`src/ssg_pkg.sv`:
```
// Package for the supervisor and SRAM gate: timing constants and grouped signals.
// Assumes a 20 MHz system clock.
package ssg_pkg;
    localparam int unsigned CLK_HZ = 20_000_000;
    localparam int unsigned TICK_US = 1000;
    localparam int unsigned TICK_CYCLES = CLK_HZ / 1_000_000 * TICK_US;
    localparam int unsigned RST_HOLD_MS = 250;
    localparam int unsigned WDT_SHORT_MS = 250;
    localparam int unsigned WDT_MID_MS = 500;
    localparam int unsigned WDT_LONG_MS = 1000;
    localparam int unsigned DEBOUNCE_MS = 10;
    localparam logic [1:0] WDT_OFF = 2'h0;
    localparam logic [1:0] WDT_250 = 2'h1;
    localparam logic [1:0] WDT_500 = 2'h2;
    localparam logic [1:0] WDT_1000 = 2'h3;

    typedef struct packed {
        logic chip_select_n;
        logic upper_byte_enable_n;
        logic lower_byte_enable_n;
    } ssg_host_sel_t;

    typedef struct packed {
        logic sram_high_enable_out_n;
        logic sram_low_enable_out_n;
    } ssg_sram_ce_t;
endpackage

```
`src/ssg_tick.sv`:
```
// Divider that produces a one-cycle enable pulse every TICK_CYCLES clocks.
// Assumes one clock domain and an asynchronous active-high reset.
`timescale 1ns/1ps
module ssg_tick import ssg_pkg::*; #(
    parameter int unsigned DIV = TICK_CYCLES
) (
    // Clock and reset.
    input wire logic MCLK,
    input wire logic RST,
    // Tick output.
    output logic TICK
);
    logic [$clog2(DIV)-1:0] cnt_ff;

    always_ff @(posedge MCLK or posedge RST) begin
        if (RST) begin
            cnt_ff <= '0;
            TICK <= 1'b0;
        end else if (cnt_ff == ($clog2(DIV))'(DIV - 1)) begin
            cnt_ff <= '0;
            TICK <= 1'b1;
        end else begin
            cnt_ff <= cnt_ff + 1'b1;
            TICK <= 1'b0;
        end
    end
endmodule

```
`src/ssg_top.sv`:
```
// Supervisor: SRAM chip-enable gating, power-fail, pushbutton and watchdog reset.
// Assumes a power-good level from an analog comparator and pins from outside the clock domain.
`timescale 1ns/1ps

// What this block does
// - Low enable follows select and low byte; high enable follows select and high byte.
// - Both SRAM enables stay inactive unless supply is within tolerance.
// - Each byte enable passes independently, allowing word and byte access.
// - Reset asserts on supply fault or watchdog timeout.
// - Each strobe falling edge restarts the watchdog count.
// - Watchdog setting selects off, 250 ms, 500 ms or 1000 ms.
// - An external low on the reset pin held past the 10 ms debounce yields a 250 ms reset pulse.
// - Reset stays active 250 ms after supply returns to tolerance.
// - Pushbutton is debounced; its reset pulse is at least 250 ms.
// - Strobe falling edge services the watchdog; with the watchdog not off, no service forces reset.
module ssg_top import ssg_pkg::*; #(
    parameter int unsigned TICK_DIV = TICK_CYCLES
) (
    // Clock and reset.
    input wire logic MCLK,
    input wire logic RST,
    // Supply monitor and configuration.
    input wire logic POWER_GOOD,
    input wire logic [1:0] WDT_SEL,
    // Host side.
    input wire ssg_host_sel_t HOST_SEL,
    input wire logic WATCHDOG_STROBE_N,
    // SRAM side.
    output ssg_sram_ce_t SRAM_CE,
    // Reset pin, open drain: oe low drives the pin low.
    input wire logic HOST_RESET_N_IN,
    output logic HOST_RESET_N_OUT,
    output logic HOST_RESET_N_OE_N
);
    logic tick;
    logic [1:0] pg_sync_ff;
    logic [1:0] stb_sync_ff;
    logic [1:0] pin_sync_ff;
    logic [2:0] sel_sync_ff [2];
    logic [1:0] wsel_sync_ff [2];
    logic pg_ok;
    logic stb_q_ff;
    logic stb_fall;
    logic [$clog2(DEBOUNCE_MS+1)-1:0] db_cnt_ff;
    logic button_ff;
    logic driving_ff;
    logic [9:0] hold_cnt_ff;
    logic [10:0] wdt_cnt_ff;
    logic [10:0] wdt_limit;
    logic wdt_expire;
    logic reset_act;
    logic reset_act_q_ff;
    ssg_sram_ce_t nxt_ce;

    ssg_tick #(.DIV(TICK_DIV)) u_tick (
        .MCLK(MCLK),
        .RST(RST),
        .TICK(tick)
    );

    always_ff @(posedge MCLK or posedge RST) begin
        if (RST) begin
            pg_sync_ff <= 2'h0;
            stb_sync_ff <= 2'h3;
            pin_sync_ff <= 2'h3;
            sel_sync_ff[0] <= 3'h7;
            sel_sync_ff[1] <= 3'h7;
            wsel_sync_ff[0] <= WDT_OFF;
            wsel_sync_ff[1] <= WDT_OFF;
        end else begin
            pg_sync_ff <= {pg_sync_ff[0], POWER_GOOD};
            stb_sync_ff <= {stb_sync_ff[0], WATCHDOG_STROBE_N};
            pin_sync_ff <= {pin_sync_ff[0], HOST_RESET_N_IN};
            sel_sync_ff[0] <= HOST_SEL;
            sel_sync_ff[1] <= sel_sync_ff[0];
            wsel_sync_ff[0] <= WDT_SEL;
            wsel_sync_ff[1] <= wsel_sync_ff[0];
        end
    end
    assign pg_ok = pg_sync_ff[1];

    // SRAM enables, blocked while the supply is out of tolerance.
    always_comb begin
        nxt_ce.sram_low_enable_out_n = sel_sync_ff[1][2] | sel_sync_ff[1][0] | ~pg_ok;
        nxt_ce.sram_high_enable_out_n = sel_sync_ff[1][2] | sel_sync_ff[1][1] | ~pg_ok;
    end

    always_ff @(posedge MCLK or posedge RST) begin
        if (RST) begin
            SRAM_CE <= 2'h3;
        end else begin
            SRAM_CE <= nxt_ce;
        end
    end

    // Strobe falling edge is the service event.
    always_ff @(posedge MCLK or posedge RST) begin
        if (RST) begin
            stb_q_ff <= 1'b1;
        end else begin
            stb_q_ff <= stb_sync_ff[1];
        end
    end
    assign stb_fall = stb_q_ff & ~stb_sync_ff[1];

    // Pushbutton debounce; the pin is ignored while this block drives it.
    always_ff @(posedge MCLK or posedge RST) begin
        if (RST) begin
            db_cnt_ff <= '0;
            button_ff <= 1'b0;
        end else if (driving_ff || pin_sync_ff[1]) begin
            db_cnt_ff <= '0;
            button_ff <= 1'b0;
        end else if (tick) begin
            if (db_cnt_ff == ($bits(db_cnt_ff))'(DEBOUNCE_MS)) begin
                button_ff <= 1'b1;
            end else begin
                db_cnt_ff <= db_cnt_ff + 1'b1;
            end
        end
    end

    // Watchdog limit from the setting.
    always_comb begin
        case (wsel_sync_ff[1])
            WDT_250: wdt_limit = 11'(WDT_SHORT_MS);
            WDT_500: wdt_limit = 11'(WDT_MID_MS);
            WDT_1000: wdt_limit = 11'(WDT_LONG_MS);
            default: wdt_limit = 11'h0;
        endcase
    end

    assign wdt_expire = (wsel_sync_ff[1] != WDT_OFF) && (wdt_cnt_ff >= wdt_limit);

    // Watchdog count in millisecond ticks; cleared by service and during reset.
    always_ff @(posedge MCLK or posedge RST) begin
        if (RST) begin
            wdt_cnt_ff <= 11'h0;
        end else if (reset_act || stb_fall || wsel_sync_ff[1] == WDT_OFF) begin
            wdt_cnt_ff <= 11'h0;
        end else if (tick && !wdt_expire) begin
            wdt_cnt_ff <= wdt_cnt_ff + 11'h1;
        end
    end

    // Reset drive with a 250 ms hold after every cause clears.
    always_ff @(posedge MCLK or posedge RST) begin
        if (RST) begin
            driving_ff <= 1'b1;
            hold_cnt_ff <= 10'h0;
        end else if (!pg_ok || wdt_expire || button_ff) begin
            driving_ff <= 1'b1;
            hold_cnt_ff <= 10'h0;
        end else if (driving_ff && tick) begin
            if (hold_cnt_ff == 10'(RST_HOLD_MS - 1)) begin
                driving_ff <= 1'b0;
            end else begin
                hold_cnt_ff <= hold_cnt_ff + 10'h1;
            end
        end
    end
    assign reset_act = driving_ff;

    always_ff @(posedge MCLK or posedge RST) begin
        if (RST) begin
            reset_act_q_ff <= 1'b1;
        end else begin
            reset_act_q_ff <= reset_act;
        end
    end

    assign HOST_RESET_N_OUT = 1'b0;
    assign HOST_RESET_N_OE_N = ~driving_ff;

    sram_gate_a: assert property (@(posedge MCLK) disable iff (RST)
        !pg_ok |=> (SRAM_CE == 2'h3)) else $error("SRAM enabled while supply bad");
    low_follow_a: assert property (@(posedge MCLK) disable iff (RST)
        (pg_ok && !sel_sync_ff[1][2] && !sel_sync_ff[1][0]) |=> !SRAM_CE.sram_low_enable_out_n)
        else $error("Low enable not passed");
    high_follow_a: assert property (@(posedge MCLK) disable iff (RST)
        (pg_ok && !sel_sync_ff[1][2] && !sel_sync_ff[1][1]) |=> !SRAM_CE.sram_high_enable_out_n)
        else $error("High enable not passed");
    fault_reset_a: assert property (@(posedge MCLK) disable iff (RST)
        (!pg_ok || wdt_expire) |=> !HOST_RESET_N_OE_N) else $error("Reset missing on fault");
    service_clear_a: assert property (@(posedge MCLK) disable iff (RST)
        stb_fall |=> wdt_cnt_ff == 11'h0) else $error("Strobe did not restart watchdog");
    wdt_period_a: assert property (@(posedge MCLK) disable iff (RST)
        wdt_expire |-> ((wsel_sync_ff[1] == WDT_250 && wdt_cnt_ff >= 11'(WDT_SHORT_MS))
        || (wsel_sync_ff[1] == WDT_500 && wdt_cnt_ff >= 11'(WDT_MID_MS))
        || (wsel_sync_ff[1] == WDT_1000 && wdt_cnt_ff >= 11'(WDT_LONG_MS))))
        else $error("Watchdog expired off period");
    hold_length_a: assert property (@(posedge MCLK) disable iff (RST)
        $fell(driving_ff) |-> hold_cnt_ff == 10'(RST_HOLD_MS - 1))
        else $error("Reset hold too short");
    button_reset_a: assert property (@(posedge MCLK) disable iff (RST)
        button_ff |=> driving_ff && hold_cnt_ff == 10'h0) else $error("Button reset lost");
    wdt_restart_a: assert property (@(posedge MCLK) disable iff (RST)
        $fell(reset_act_q_ff) |-> wdt_cnt_ff == 11'h0) else $error("Watchdog not restarted");
endmodule

```
`config.mk`:
```
export PLATFORM = sky130hd
export DESIGN_NAME = ssg_top
export DESIGN_NICKNAME = d
export VERILOG_FILES = /design/src/ssg_pkg.sv /design/src/ssg_tick.sv /design/src/ssg_top.sv
export SDC_FILE = /design/constraint.sdc
export NUM_CORES = 1
export LEC_CHECK = 0
export ABC_CLOCK_PERIOD_IN_PS = 3200
export BUFFER_PORTS_ARGS = -buffer_cell sky130_fd_sc_hd__buf_2
export CAP_MARGIN = 10
export CORE_AREA = 2 2 100 102
export CTS_BUF_LIST = sky130_fd_sc_hd__clkbuf_8
export CTS_CLUSTER_DIAMETER = 60
export DETAILED_ROUTE_END_ITERATION = 16
export DIE_AREA = 0 0 102 104
export GPL_TIMING_DRIVEN = 0
export HOLD_SLACK_MARGIN = 0.05
export PLACE_DENSITY_LB_ADDON = 0.12
export SETUP_SLACK_MARGIN = 0.5
export SLEW_MARGIN = 10
export SYNTH_ARGS = -nofsm -noshare
export SYNTH_HDL_FRONTEND = slang
export SYNTH_SLANG_ARGS = --single-unit
```
`constraint.sdc`:
```
create_clock -name MCLK -period 3.2 [get_ports MCLK]
set_input_delay 0 -clock MCLK [delete_from_list [all_inputs] [get_ports MCLK]]
set_output_delay 0 -clock MCLK [all_outputs]
set_load 0.01 [all_outputs]
```
==> impl_metrics.json <==
{
  "crit_end": "hold_cnt_ff[1]$_DFFE_PP0P_",
  "clkSlewWorstSetupHoldPaths_ns": 0.07,
  "synth-edff-count": 0,
  "synth.distinct_cells": 44,
  "cts.sinks": 62,
  "max_freq_mhz": 405,
  "holdWs_ns": 0.303,
  "io_pins": 14,
  "die_w_microns": 102,
  "core_region_area_sq_mm": 0.00955,
  "crit_type": "reg -> reg",
  "slew-limit-headroom": 0.433,
  "skew_ns": 0.00576,
  "ys_seq_area_frac": 0.527,
  "crit_required_ns": 3.45,
  "wl_per_cell_microns": 12.6,
  "cp_num_cells": 9,
  "r2r_start": "wsel_sync_ff[1]$_DFF_PP0_",
  "cpMostUsedCell": "a211oi_4",
  "cts_buffer_depth": 2,
  "p_per_area_mw_per_mm2": 469,
  "drc": 0,
  "dieArea_sq_mm": 0.0106,
  "ant_nets": 0,
  "synth.most_common_cell": "dfrtp_1",
  "cp_num_buf_inv": 2,
  "synth.area.top_cells": "dfrtp_1 40%, dfstp_2 12%, ha_1 8.4%",
  "hold_violations": 0,
  "maxCapViolCount": 0,
  "drtPass1Iterations": 4,
  "root_buffer": "clkbuf_8",
  "yosys_register_bits": 62,
  "initial_core_util": 0.312,
  "h-tree-depth": 3,
  "syn_inst": 273,
  "rrSetupSlack_ns": 0.73,
  "r2r_end": "hold_cnt_ff[1]$_DFFE_PP0P_",
  "die_y_microns": 104,
  "yosys.area.top_type": "dfrtp_1",
  "end_kind": "register",
  "reg2reg_depth": 9,
  "place_area_sq_mm": 0.00321,
  "vias": 2054,
  "cp_cell_sequence": "inv_1, ha_4, ha_1, a21o_1, a211oi_4, nor2_2, or4b_4, buf_6, a211oi_4",
  "clock_latency_ns": 0.33,
  "cts_tree": "yes",
  "area_growth_pct": 19.1,
  "dp.cells": 418,
  "rows": 36,
  "crit_path_max_fanout": 11,
  "fin_nets": 335,
  "worstPathArrival_ns": 2.72,
  "layoutNonFillerInstCount": 443,
  "syn_area_per_cell_sq_um": 10.9,
  "synth_nets": 303,
  "grt_max_degree": 63,
  "synth_top_family_by_area": "simple AND/OR/NAND/NOR gates",
  "routed_wl_microns": 5570,
  "synth_fa_ha_area_frac": 0.0840,
  "setup-tns-final_ns": 0,
  "gp_congestion": 0.737,
  "syn-cell-area_sq_mm": 0.00298,
  "setup_violations": 0,
  "synth_compound_area_frac": 0.0945,
  "crit_family": "compound AO/OA/AOI/OAI gates",
  "grt_pass1_vias": 2063,
  "crit_start": "wsel_sync_ff[1]$_DFF_PP0_",
  "rsz0062_at_grt": "false",
  "outcome": "finished clean",
  "synthMuxAreaShare": 0,
  "irDropWorstVdd_mv": 0.245,
  "globalRoute.totalOverflow": 0,
  "cellLeakagePower_nw": 1.52,
  "startpoint_type": "register",
  "drive_gt1_frac": 0.184,
  "synth_xor_area_frac": 0.0735,
  "synth_warnings": 0,
  "synthFlopType": "dfrtp_1",
  "dpl.hpwl_microns": 3730,
  "initialDrtViolationCount": 126,
  "synthArstFlopShare": 1.00,
  "io_buffers": 12,
  "tightest_slew_ns": 0.843,
  "power.total_mw": 1.66,
  "holdCritPathClass": "in -> reg",
  "synth_top_area_share": 0.403,
  "period_needed_ns": 2.47,
  "grt_usage": 0.119,
  "synth_commonest_cells": "48 x dfrtp_1, 27 x nor2_1, 20 x ha_1",
  "antenna_found_initial": 0,
  "numCtsBuffers": 9,
  "cp_slowest_cell": "or4b_4",
  "post_cts_buffers": 0,
  "slew_violations": 0,
  "grt_first_pass_wirelength_microns": 9960,
  "synth-simple-area-share": 0.187,
  "viasPerCell": 4.64,
  "slowest_delay_ns": 0.52,
  "final_area_sq_mm": 0.00355,
  "period_share": 0.772,
  "antenna_cells": 0
}
==> metal layers <==
metal  vias to the layer above  track usage  share of wire
li1                       1029            -              -
met1                       985        0.171           0.49
met2                        32        0.166           0.46
met3                         8       0.0370          0.036
met4                         0       0.0486          0.013
met5                         -            0              0
==> cell families (layout without fill, tap and decap cells) <==
group	Yosys count	after routing
and+or+nand+nor	103	103
DFF	62	62
AOI/OAI and AO/OA	40	40
xor gates and xnor gates	25	25
buffers and inverters	22	59
adders and majority gates	20	20
other	1	1
==> worst min-delay path by stage <==
stage | start | end | cells after the start
detailed placement | WATCHDOG_STROBE_N | stb_sync_ff[0]$_DFF_PP1_ | 1
floorplan | HOST_RESET_N_IN | pin_sync_ff[0]$_DFF_PP1_ | 0
global placement | WATCHDOG_STROBE_N | stb_sync_ff[0]$_DFF_PP1_ | 1
finish | HOST_SEL[0] | sel_sync_ff[3]$_DFF_PP1_ | 2
CTS | HOST_SEL[0] | sel_sync_ff[3]$_DFF_PP1_ | 2
global route | HOST_SEL[1] | sel_sync_ff[4]$_DFF_PP1_ | 2
==> area by class of cell <==
| class | instances | area [sq um] |
|---|---|---|
| flip-flops and latches | 62 | 1570 |
| multi-input cells | 189 | 1320 |
| clock buffers | 12 | 165 |
| plain buffers | 6 | 41.3 |
| clock inverters | 4 | 68.8 |
| fillers | 993 | 6000 |
| repair buffers | 21 | 150 |
| inverters | 16 | 62.6 |
| well taps | 133 | 166 |
==> registers in the layout, indices dropped and copies added, names as in the netlist <==
name and count:
SRAM_CE 2, button_ff 1, db_cnt_ff 4, driving_ff 1, hold_cnt_ff 10, pg_sync_ff 2
pin_sync_ff 2, sel_sync_ff 6, stb_q_ff 1, stb_sync_ff 2, u_tick.TICK 1, u_tick.cnt_ff 15
wdt_cnt_ff 11, wsel_sync_ff 4
==> cell usage in the layout (no fill, tap or decap), types with 2 or more instances in the layout <==
master,count
a211oi_4,2
a21oi_1,9
a311oi_1,2
and3_1,4
and4_1,3
buf_2,15
bufinv_16,2
clkbuf_8,12
dfrtp_1,48
dfstp_2,14
dlygate4sd3_1,9
ha_1,19
inv_1,16
nand2_1,14
nand2b_1,2
nand3_1,16
nand4_1,8
nor2_1,27
nor2b_1,2
nor3_1,5
nor4_1,5
o211ai_1,2
o21a_1,4
o21ai_0,9
o21ai_1,2
o31ai_1,4
or3_1,4
or3b_2,2
or4_1,4
xnor2_1,14
xor2_1,11
==> stage by stage <==
stage               setup WS, ns   util
floorplan                  0.814      -
global placement           0.523  0.336
detailed placement         0.524  0.336
CTS                        0.501  0.370
global route               0.527  0.371
finish                     0.728  0.371
==> power by group <==
part	leakage (nW)	total (mW)	internal (mW)	switching, mW
registers	0.790	0.807	0.802	0.00525
clock network	0.124	0.798	0.499	0.299
logic	0.602	0.0568	0.0236	0.0331
total	1.52	1.66	1.32	0.338
==> timing repair <==
item	CTS	global route
endpoints found under the setup margin	0	20
gates resized for setup	0	3
endpoints found under the hold margin	56	0
hold buffers	9	0
Power figures use the tool's default switching activity.
